==> config.mk <==
export PLATFORM = sky130hd
export DESIGN_NAME = fir_fold
export DESIGN_NICKNAME = d
export VERILOG_FILES = /design/src/fir_fold_pad.v /design/src/fir_fold.v
export VERILOG_INCLUDE_DIRS = /design/src /design/src/src
export SDC_FILE = /design/constraint.sdc
export NUM_CORES = 2
export LEC_CHECK = 0
export ABC_AREA = 1
export BUFFER_PORTS_ARGS = -buffer_cell sky130_fd_sc_hd__buf_4
export CAP_MARGIN = 15
export CORE_ASPECT_RATIO = 1.25
export CORE_UTILIZATION = 30
export DETAILED_ROUTE_END_ITERATION = 12
export HOLD_SLACK_MARGIN = 0.03
export SYNTH_ARGS = -nofsm -noshare
export SYNTH_HDL_FRONTEND = slang
export SYNTH_SLANG_ARGS = --single-unit
==> constraint.sdc <==
create_clock -name clk_sys -period 135.3 [get_ports clk_sys]
set_input_delay 6.765 -clock clk_sys [delete_from_list [all_inputs] [get_ports clk_sys]]
set_output_delay 6.765 -clock clk_sys [all_outputs]
set_load 0.01 [all_outputs]
==> src/fir_fold_regs.vh <==
// Constants for the folded lookup-table filter datapath
`ifndef FIR_FOLD_REGS_VH
`define FIR_FOLD_REGS_VH

// Datapath widths and sizes
`define IN_W 8
`define OP_W 9
`define CF_W 8
`define NT 4'h8
`define NT_LOG 3
`define KMAX 4'h4
`define HIST_LEN 32
`define ACC_W 24
`define CNT_W 4
`define W_PLAIN 4'h8
`define W_FOLD 4'h9

// Reset values
`define RST_L 4'h8
`define RST_BPC 4'h1

// Coefficient structure codes
`define ST_NONSYM 2'h0
`define ST_SYM 2'h1
`define ST_NEGSYM 2'h2

// Filter type codes
`define FT_SINGLE 2'h0
`define FT_HALFBAND 2'h1
`define FT_HILBERT 2'h2
`define FT_ZEROPACK 2'h3

// Largest useful bit slice: a whole folded operand per clock
`define BPC_MAX 4'h9

`endif

==> src/fir_fold_pad.v <==
// Empty on purpose: all filter logic lives in fir_fold.v

==> src/fir_fold.v <==
// Folded lookup-table FIR datapath with symmetry, half-band and Hilbert forms
`timescale 1ns/100ps
`include "fir_fold_regs.vh"

module fir_fold (
  input wire clk_sys,
  input wire rst,
  input wire in_valid,
  input wire [`IN_W-1:0] in_data,
  output reg in_ready,
  input wire coef_wr,
  input wire [`NT_LOG-1:0] coef_addr,
  input wire [`CF_W-1:0] coef_data,
  input wire [`CNT_W-1:0] n_taps,
  input wire [1:0] filter_type,
  input wire struct_force_en,
  input wire [1:0] struct_force,
  input wire [`CNT_W-1:0] bits_per_clock_step,
  input wire [2:0] zp_factor,
  output reg out_valid,
  output reg signed [`ACC_W-1:0] out_q,
  output reg signed [`IN_W-1:0] out_i,
  output reg [1:0] struct_used,
  output reg [`CNT_W-1:0] cycles_per_out,
  output reg [`CNT_W-1:0] taps_used
);

////////////////////////////////////////////////////////////////////////////
// Storage

reg signed [`CF_W-1:0] coef_mem [0:`NT-1];
reg signed [`IN_W-1:0] hist_r [0:`HIST_LEN-1];
reg signed [`OP_W-1:0] op_r [0:`NT-1];
reg signed [`CF_W-1:0] cf_r [0:`NT-1];
reg signed [`ACC_W-1:0] acc_r;
reg [`CNT_W-1:0] sl_r;
reg [`CNT_W-1:0] len_r;
reg [`CNT_W-1:0] bpc_r;
reg [`CNT_W-1:0] width_r;
reg busy_r;
reg signed [`IN_W-1:0] mid_r;

// Combinational working values
reg signed [`IN_W-1:0] hv [0:`HIST_LEN-1];
reg signed [`IN_W-1:0] tv [0:`NT-1];
reg signed [`CF_W-1:0] pc [0:`NT-1];
reg signed [`OP_W-1:0] op_nxt [0:`NT-1];
reg signed [`CF_W-1:0] cf_nxt [0:`NT-1];
reg [1:0] inferred;
reg [1:0] eff;
reg sym_ok;
reg neg_ok;
reg [`CNT_W-1:0] ntap;
reg [`CNT_W-1:0] front;
reg [`CNT_W-1:0] plen;
reg [`CNT_W-1:0] spacing;
reg [`CNT_W-1:0] bpc;
reg [`CNT_W-1:0] width;
reg [`CNT_W-1:0] len;
reg signed [`IN_W-1:0] mid_nxt;
reg signed [`ACC_W-1:0] part;
reg signed [`ACC_W-1:0] acc_nxt;
reg signed [`ACC_W-1:0] sv;
reg [`CNT_W-1:0] sl_nxt;
reg busy_nxt;
reg ready_nxt;
reg last;
reg accept;
integer i;
integer j;
integer d;
integer lo;
integer t;
integer u;

////////////////////////////////////////////////////////////////////////////
// Slice count: ceil(width / bits per clock)

function [`CNT_W-1:0] slices;
  input [`CNT_W-1:0] w;
  input [`CNT_W-1:0] b;
  integer q;
  begin
    q = (w + b - 1) / b;
    slices = q[`CNT_W-1:0];
  end
endfunction

////////////////////////////////////////////////////////////////////////////
// Coefficient storage written by the configuring logic

always @(posedge clk_sys)
begin
  if (coef_wr)
  begin
    coef_mem[coef_addr] <= coef_data;
  end
end

////////////////////////////////////////////////////////////////////////////
// Structure, padding and folding

always @*
begin
  accept = in_valid & in_ready;
  ntap = n_taps;
  if (ntap == 4'h0 || ntap > `NT)
    ntap = `NT;
  // Infer symmetry from the stored set
  sym_ok = 1'b1;
  neg_ok = 1'b1;
  for (i = 0; i < `NT; i = i + 1)
  begin
    if (i < ntap)
    begin
      if (coef_mem[i] != coef_mem[ntap - 1 - i])
        sym_ok = 1'b0;
      if (coef_mem[i] != -coef_mem[ntap - 1 - i])
        neg_ok = 1'b0;
    end
  end
  if (sym_ok)
    inferred = `ST_SYM;
  else if (neg_ok)
    inferred = `ST_NEGSYM;
  else
    inferred = `ST_NONSYM;
  // User override wins over the inferred structure
  if (struct_force_en)
  begin
    eff = struct_force;
  end
  else if (filter_type == `FT_HILBERT)
  begin
    eff = `ST_NEGSYM;
  end
  else
  begin
    eff = inferred;
  end
  // Symmetric padding centres the set; forced non-symmetric trails zeros
  if (eff != `ST_NONSYM)
  begin
    front = (`NT - ntap) >> 1;
    plen = ntap + (front << 1);
  end
  else
  begin
    front = 4'h0;
    plen = ntap;
  end
  // Zero-packed spacing, clamped so the deepest tap stays in history
  if (filter_type == `FT_ZEROPACK && zp_factor != 3'h0)
    spacing = (zp_factor > `KMAX) ? `KMAX : {1'b0, zp_factor};
  else
    spacing = 4'h1;
  // History including the sample being accepted
  hv[0] = in_data;
  for (i = 1; i < `HIST_LEN; i = i + 1)
  begin
    hv[i] = hist_r[i - 1];
  end
  for (i = 0; i < `NT; i = i + 1)
  begin
    tv[i] = (i < plen) ? hv[i * spacing] : 8'sh00;
    if (i >= front && i < front + ntap)
    begin
      pc[i] = coef_mem[i - front];
    end
    else
    begin
      pc[i] = 8'sh00;
    end
    // Gate the known-zero taps so they do no multiply work
    d = i - (plen - 1) / 2;
    if (plen[0] && filter_type == `FT_HALFBAND && d != 0 && d % 2 == 0)
    begin
      pc[i] = 8'sh00;
    end
    if (plen[0] && filter_type == `FT_HILBERT && d % 2 == 0)
    begin
      pc[i] = 8'sh00;
    end
  end
  mid_nxt = hv[((plen - 1) / 2) * spacing];
  // Fold mirrored pairs
  for (i = 0; i < `NT; i = i + 1)
  begin
    op_nxt[i] = 9'sh000;
    cf_nxt[i] = 8'sh00;
    if (eff == `ST_NONSYM)
    begin
      op_nxt[i] = tv[i];
      cf_nxt[i] = pc[i];
    end
    else if (i < plen / 2)
    begin
      if (eff == `ST_NEGSYM)
      begin
        op_nxt[i] = tv[i] - tv[plen - 1 - i];
      end
      else
      begin
        op_nxt[i] = tv[i] + tv[plen - 1 - i];
      end
      cf_nxt[i] = pc[i];
    end
    else if (plen[0] && i == plen / 2)
    begin
      op_nxt[i] = tv[i];
      cf_nxt[i] = pc[i];
    end
  end
  // Folded operands carry one more bit, hence one more slice when bits per clock is 1, 2, 4 or 8
  width = (eff == `ST_NONSYM) ? `W_PLAIN : `W_FOLD;
  bpc = bits_per_clock_step;
  if (bpc == 4'h0)
  begin
    bpc = 4'h1;
  end
  else if (bpc > `BPC_MAX)
  begin
    bpc = `BPC_MAX;
  end
  len = slices(width, bpc);
end

////////////////////////////////////////////////////////////////////////////
// Bit-slice weighting; the top bit of each operand is its sign

always @*
begin
  part = 24'sh000000;
  lo = sl_r * bpc_r;
  for (t = 0; t < `NT; t = t + 1)
  begin
    sv = 24'sh000000;
    for (j = 0; j < `OP_W; j = j + 1)
    begin
      if (j >= lo && j < lo + bpc_r && j < width_r && op_r[t][j])
      begin
        if (j == width_r - 1)
        begin
          sv = sv - (24'sh000001 <<< j);
        end
        else
        begin
          sv = sv + (24'sh000001 <<< j);
        end
      end
    end
    part = part + sv * cf_r[t];
  end
  last = busy_r && (sl_r == len_r - 4'h1);
  acc_nxt = ((sl_r == 4'h0) ? 24'sh000000 : acc_r) + part;
  // Sequencing; a new sample may land on the final slice
  if (accept)
  begin
    busy_nxt = 1'b1;
    sl_nxt = 4'h0;
    ready_nxt = (len == 4'h1);
  end
  else if (last || !busy_r)
  begin
    busy_nxt = 1'b0;
    sl_nxt = 4'h0;
    ready_nxt = 1'b1;
  end
  else
  begin
    busy_nxt = 1'b1;
    sl_nxt = sl_r + 4'h1;
    ready_nxt = (sl_r + 4'h2 == len_r);
  end
end

////////////////////////////////////////////////////////////////////////////
// Registers, all on the rising edge of the core clock

always @(posedge clk_sys)
begin
  if (rst)
  begin
    in_ready <= 1'b1;
    busy_r <= 1'b0;
    sl_r <= 4'h0;
    len_r <= `RST_L;
    bpc_r <= `RST_BPC;
    width_r <= `RST_L;
    acc_r <= 24'sh000000;
    mid_r <= 8'sh00;
    out_valid <= 1'b0;
    out_q <= 24'sh000000;
    out_i <= 8'sh00;
    struct_used <= `ST_NONSYM;
    cycles_per_out <= `RST_L;
    taps_used <= 4'h0;
  end
  else
  begin
    in_ready <= ready_nxt;
    busy_r <= busy_nxt;
    sl_r <= sl_nxt;
    acc_r <= acc_nxt;
    // One result per accepted sample, as a one-cycle pulse
    out_valid <= last;
    if (last)
    begin
      out_q <= acc_nxt;
      out_i <= mid_r;
    end
    if (accept)
    begin
      // Config is sampled per sample so a change never splits a result
      len_r <= len;
      bpc_r <= bpc;
      width_r <= width;
      mid_r <= mid_nxt;
      struct_used <= eff;
      cycles_per_out <= len;
      taps_used <= plen;
    end
  end
end

always @(posedge clk_sys)
begin
  if (accept)
  begin
    for (u = 0; u < `HIST_LEN; u = u + 1)
    begin
      hist_r[u] <= hv[u];
    end
    for (u = 0; u < `NT; u = u + 1)
    begin
      op_r[u] <= op_nxt[u];
      cf_r[u] <= cf_nxt[u];
    end
  end
end

endmodule // fir_fold

==> run summary <==
OUTCOME
--------------------------------------------------------------------------------------------------
Outcome ............................................................................. finished, final reports clean

CLOCKING
--------------------------------------------------------------------------------------------------
Clock Sink Count ....................................................................          533
Total of cells resized after clock tree synthesis ...................................            0
Total of hold buffers inserted after clock tree synthesis ...........................            0
Largest buffer count on any clock path ..............................................            3
Clock transition time at the flip-flop clock pins of the worst setup and hold paths .      0.06 ns
Total clock buffers created by CTS ..................................................           69
TritonCTS clock tree ................................................................          yes
Number of H-tree levels .............................................................            3
CTS root buffer ..................................................................... sky130_fd_sc_hd__clkbuf_16
Worst skew pair latency .............................................................      0.72 ns
Number of buffers added for setup after CTS .........................................            0

DRT
--------------------------------------------------------------------------------------------------
DRC violations left .................................................................            0
Avg WL per Cell .....................................................................     19.06 um
Overall via count from detail_route .................................................        85660
Vias per std cell ...................................................................        5.007
Detail Route Antenna Nets ...........................................................            0
Aggregate routed wire length ........................................................    326100 um
DRT iter0 DRCs ......................................................................         7245
Iteration count of the initial detailed-routing pass ................................            6

PLACEMENT
--------------------------------------------------------------------------------------------------
Port buffer count ...................................................................           82
Detailed placer's ending HPWL .......................................................    264800 um
GP Congestion .......................................................................       0.9909
Cell Count Post-Placement ...........................................................        16980

STA
--------------------------------------------------------------------------------------------------
Slew at the pin closest to its max-slew limit .......................................     1.356 ns
Clock tree skew after final layout ..................................................   0.07096 ns
Max_slew headroom ...................................................................       9.591%
RSZ-0062 raised after global routing ................................................           no
Hold Fails Final Rpt ................................................................            0
Setup TNS Final .....................................................................         0 ns
Max-slew violation count ............................................................            0
Post-route clock period utilization .................................................       53.94%
Total of endpoints with negative setup slack in the final report ....................            0
FMAX ................................................................................  0.01370 GHz
Shortest period the worst path allows ...............................................     72.97 ns

WORST SETUP PATH
--------------------------------------------------------------------------------------------------
CP Launch Point .....................................................................    n_taps[3]
Top delay family on crit path ....................................................... simple AND/OR/NAND/NOR gates
Critical path data arrival time .....................................................     73.57 ns
Buffering stage count on the worst path with inverters included .....................           53
Crit. End Element ...................................................................         flop
Max stage delay on crit path ........................................................      0.82 ns
Kind of start point of the critical path ............................................    input pin
Worst flop-to-flop path startpoint .................................................. coef_mem[3][6]$_DFFE_PP_
Cell type with the highest occurrence count on the critical path .................... sky130_fd_sc_hd__nand2_1
Worst Path Class, Setup ............................................................. input pin to flop
Worst EP required ...................................................................    135.89 ns
Slowest cell on crit path ........................................................... sky130_fd_sc_hd__xor2_1
Peak fanout along the critical path .................................................           82

FINISH
--------------------------------------------------------------------------------------------------
Fraction of layout cells with a size suffix above 1 .................................       9.787%
Filler instances ....................................................................        33860
Area used by sequential logic in the layout .........................................    15140 um2
Final instance count without filler cells ...........................................        17110
Area Growth Syn to Fin ..............................................................       7.294%
Total number of nets in the final design ............................................        14360
Multi-input gate area ...............................................................    68200 um2

JOB
--------------------------------------------------------------------------------------------------
Number of max-capacitance violations reported .......................................            0

LOGIC SYNTHESIS
--------------------------------------------------------------------------------------------------
Average footprint of a synthesized cell .............................................    7.234 um2
Top cell type's share of synthesized area ...........................................       20.05%
Cell variety after synth ............................................................           91
Ys Warns ............................................................................            0
Top flip-flop cell by instance count after synthesis ................................ sky130_fd_sc_hd__edfxtp_1
Cell area after synthesis ...........................................................    94440 um2
Main area contributors after synthesis .............................................. sky130_fd_sc_hd__fa_1 20%, sky130_fd_sc_hd__edfxtp_1 14%, sky130_fd_sc_hd__nand2_1 11%, sky130_fd_sc_hd__inv_1 8.6%, sky130_fd_sc_hd__ha_1 6.4%
Post-synth EDFFs ....................................................................          447
Cell type with the highest aggregate area in the netlist ............................ sky130_fd_sc_hd__fa_1
Cell count after synthesis ..........................................................        13060
Share of async-settable or async-resettable flops after synthesis ...................           0%
Post-synthesis sequential area ratio ................................................       16.04%
Register bit count reported by yosys ................................................          533

FLOORPLAN
--------------------------------------------------------------------------------------------------
Die W ...............................................................................     503.8 um
Core area ...........................................................................   312300 um2
Total die area ......................................................................   317100 um2
Height of the die ...................................................................     629.3 um
Total I/O pin count .................................................................           83
Initial Util ........................................................................       30.24%
Number of standard-cell rows in the floorplan .......................................          229

GRT
--------------------------------------------------------------------------------------------------
Leftover overflow at the end of global routing ......................................            0
Largest net degree at the start of global routing ...................................          128
Vias in the first global route ......................................................        83280
First-pass GRT wire length ..........................................................    497500 um
Number of antenna violations at the first check in global routing ...................            9
Global-route total usage across every layer .........................................       20.15%

WORST HOLD PATH
--------------------------------------------------------------------------------------------------
Path type of the worst min-delay path ............................................... flop to flop
HP Start ............................................................................ hist_r[0][82]$_DFFE_PP_

-- metrics by stage --
step / setup WS [ns] / hold WS (ns) / cell area, um2 / util (%)
6_report: 62.33 / 0.4353 / 101300 / 32.45
5_1_grt: 54.84 / 0.4485 / 101300 / 32.44
4_1_cts: 62.69 / 0.4357 / 101300 / 32.43
3_5_place_dp: 62.21 / 0.4323 / 98800 / 31.64
3_3_place_gp: 63.49 / 0.4301 / 98800 / 31.64
2_1_floorplan: 73.25 / 0.4264 / 94570 / -
-- cell type report --
type / count / share of cell area [%]
Antenna cell: 5 / 0.01235
Clock buffer: 81 / 1.850
Clock inverter: 45 / 0.6026
Inverter: 2344 / 8.883
Multi-Input combinational cell: 9774 / 67.30
Sequential cell: 533 / 14.95
Tap cell: 4158 / 5.134
Timing Repair Buffer: 169 / 1.269
-- cell usage in the layout (no fill, tap or decap), drive strengths merged, types with 81 or more instances in the layout --
cell / Yosys / routed
nand2: 3156 / 3156
inv: 2256 / 2264
nor2: 1465 / 1465
o21ai: 1198 / 1198
fa: 946 / 946
nand3: 860 / 860
ha: 484 / 484
edfxtp: 447 / 447
a21oi: 320 / 320
nand4: 249 / 249
xor2: 241 / 241
buf: 129 / 169
xnor2: 129 / 129
o211ai: 107 / 107
or2: 96 / 96
nor3: 96 / 96
clkinv: 75 / 94
dfxtp: 86 / 86
clkbuf: 305 / 81
-- state kept, by name, indices dropped and copies added, names as in the netlist, 2 cells and up --
register / count
hist_r: 248
op_r: 71
cf_r: 64
coef_mem: 64
acc_r: 24
out_q: 24
mid_r: 8
out_i: 8
bpc_r: 4
len_r: 4
sl_r: 4
taps_used: 4
struct_used: 2
-- synthesized netlist by cell type (60+ instances only) --
master                     number
sky130_fd_sc_hd__xor2_1       239
sky130_fd_sc_hd__ha_1         484
sky130_fd_sc_hd__inv_1       2167
sky130_fd_sc_hd__dfxtp_1       86
sky130_fd_sc_hd__nand3_2      126
sky130_fd_sc_hd__xnor2_1      129
sky130_fd_sc_hd__a21oi_1      317
sky130_fd_sc_hd__nor2_2       109
sky130_fd_sc_hd__inv_2         86
sky130_fd_sc_hd__nand2_2      202
sky130_fd_sc_hd__o21ai_1       62
sky130_fd_sc_hd__nand2_1     2870
sky130_fd_sc_hd__or2_2         93
sky130_fd_sc_hd__fa_1         946
sky130_fd_sc_hd__nand3_1      668
sky130_fd_sc_hd__edfxtp_1     447
sky130_fd_sc_hd__nor2_1      1276
sky130_fd_sc_hd__nand3_4       66
sky130_fd_sc_hd__nor3_1        88
sky130_fd_sc_hd__clkinv_1      64
sky130_fd_sc_hd__nor2_4        73
sky130_fd_sc_hd__nand4_1      240
sky130_fd_sc_hd__o21ai_0     1086
sky130_fd_sc_hd__buf_1         60
sky130_fd_sc_hd__nand2_4       80
sky130_fd_sc_hd__clkbuf_1     301
sky130_fd_sc_hd__o211ai_1     107
-- routing by layer --
metal	global-route usage, %	part of all wire, %	vias up
met2	34.28	48	2943
li1	-	-	41240
met3	2.335	6.2	636
met5	0	0.0080	-
met1	25.16	41	40830
met4	9.826	5.3	4
-- worst register-to-register path, delay by kind of cell (launching register included) --
kind	cells	cell delay, ns
fa+ha+maj	32	10.68
flops	1	0.58
xor+xnor	1	0.16
buf+inv	51	5.57
compound gates	78	17.33
simple gates	178	29.94
-- cells by family (layout without fill, tap and decap cells) --
family	Yosys count	in the layout	share of synthesized area (%)
adders and majority gates	1430	1430	26.46
xor gates and xnor gates	370	370	3.447
other	2	40	0.007952
DFF	533	533	16.04
muxes	7	7	0.07419
buffers and inverters	2782	2639	11.98
AOI/OAI and AO/OA	1923	1923	11.69
and+or+nand+nor	6009	6009	30.30
-- final timing paths --
| check | endpoint | slack [ns] | cells after the start |
|---|---|---|---|
| setup / recovery | len_r[0]$_SDFFE_PP0P_ | 62.33 | 343 |
| hold / removal | hist_r[0][90]$_DFFE_PP_ | 0.44 | 0 |
| setup reg to reg | len_r[0]$_SDFFE_PP0P_ | 70.92 | 340 |
| hold reg to reg | hist_r[0][90]$_DFFE_PP_ | 0.44 | 0 |
Power is not shown: default switching activity piles up to over one toggle a cycle in this logic, so the estimate is an artifact.
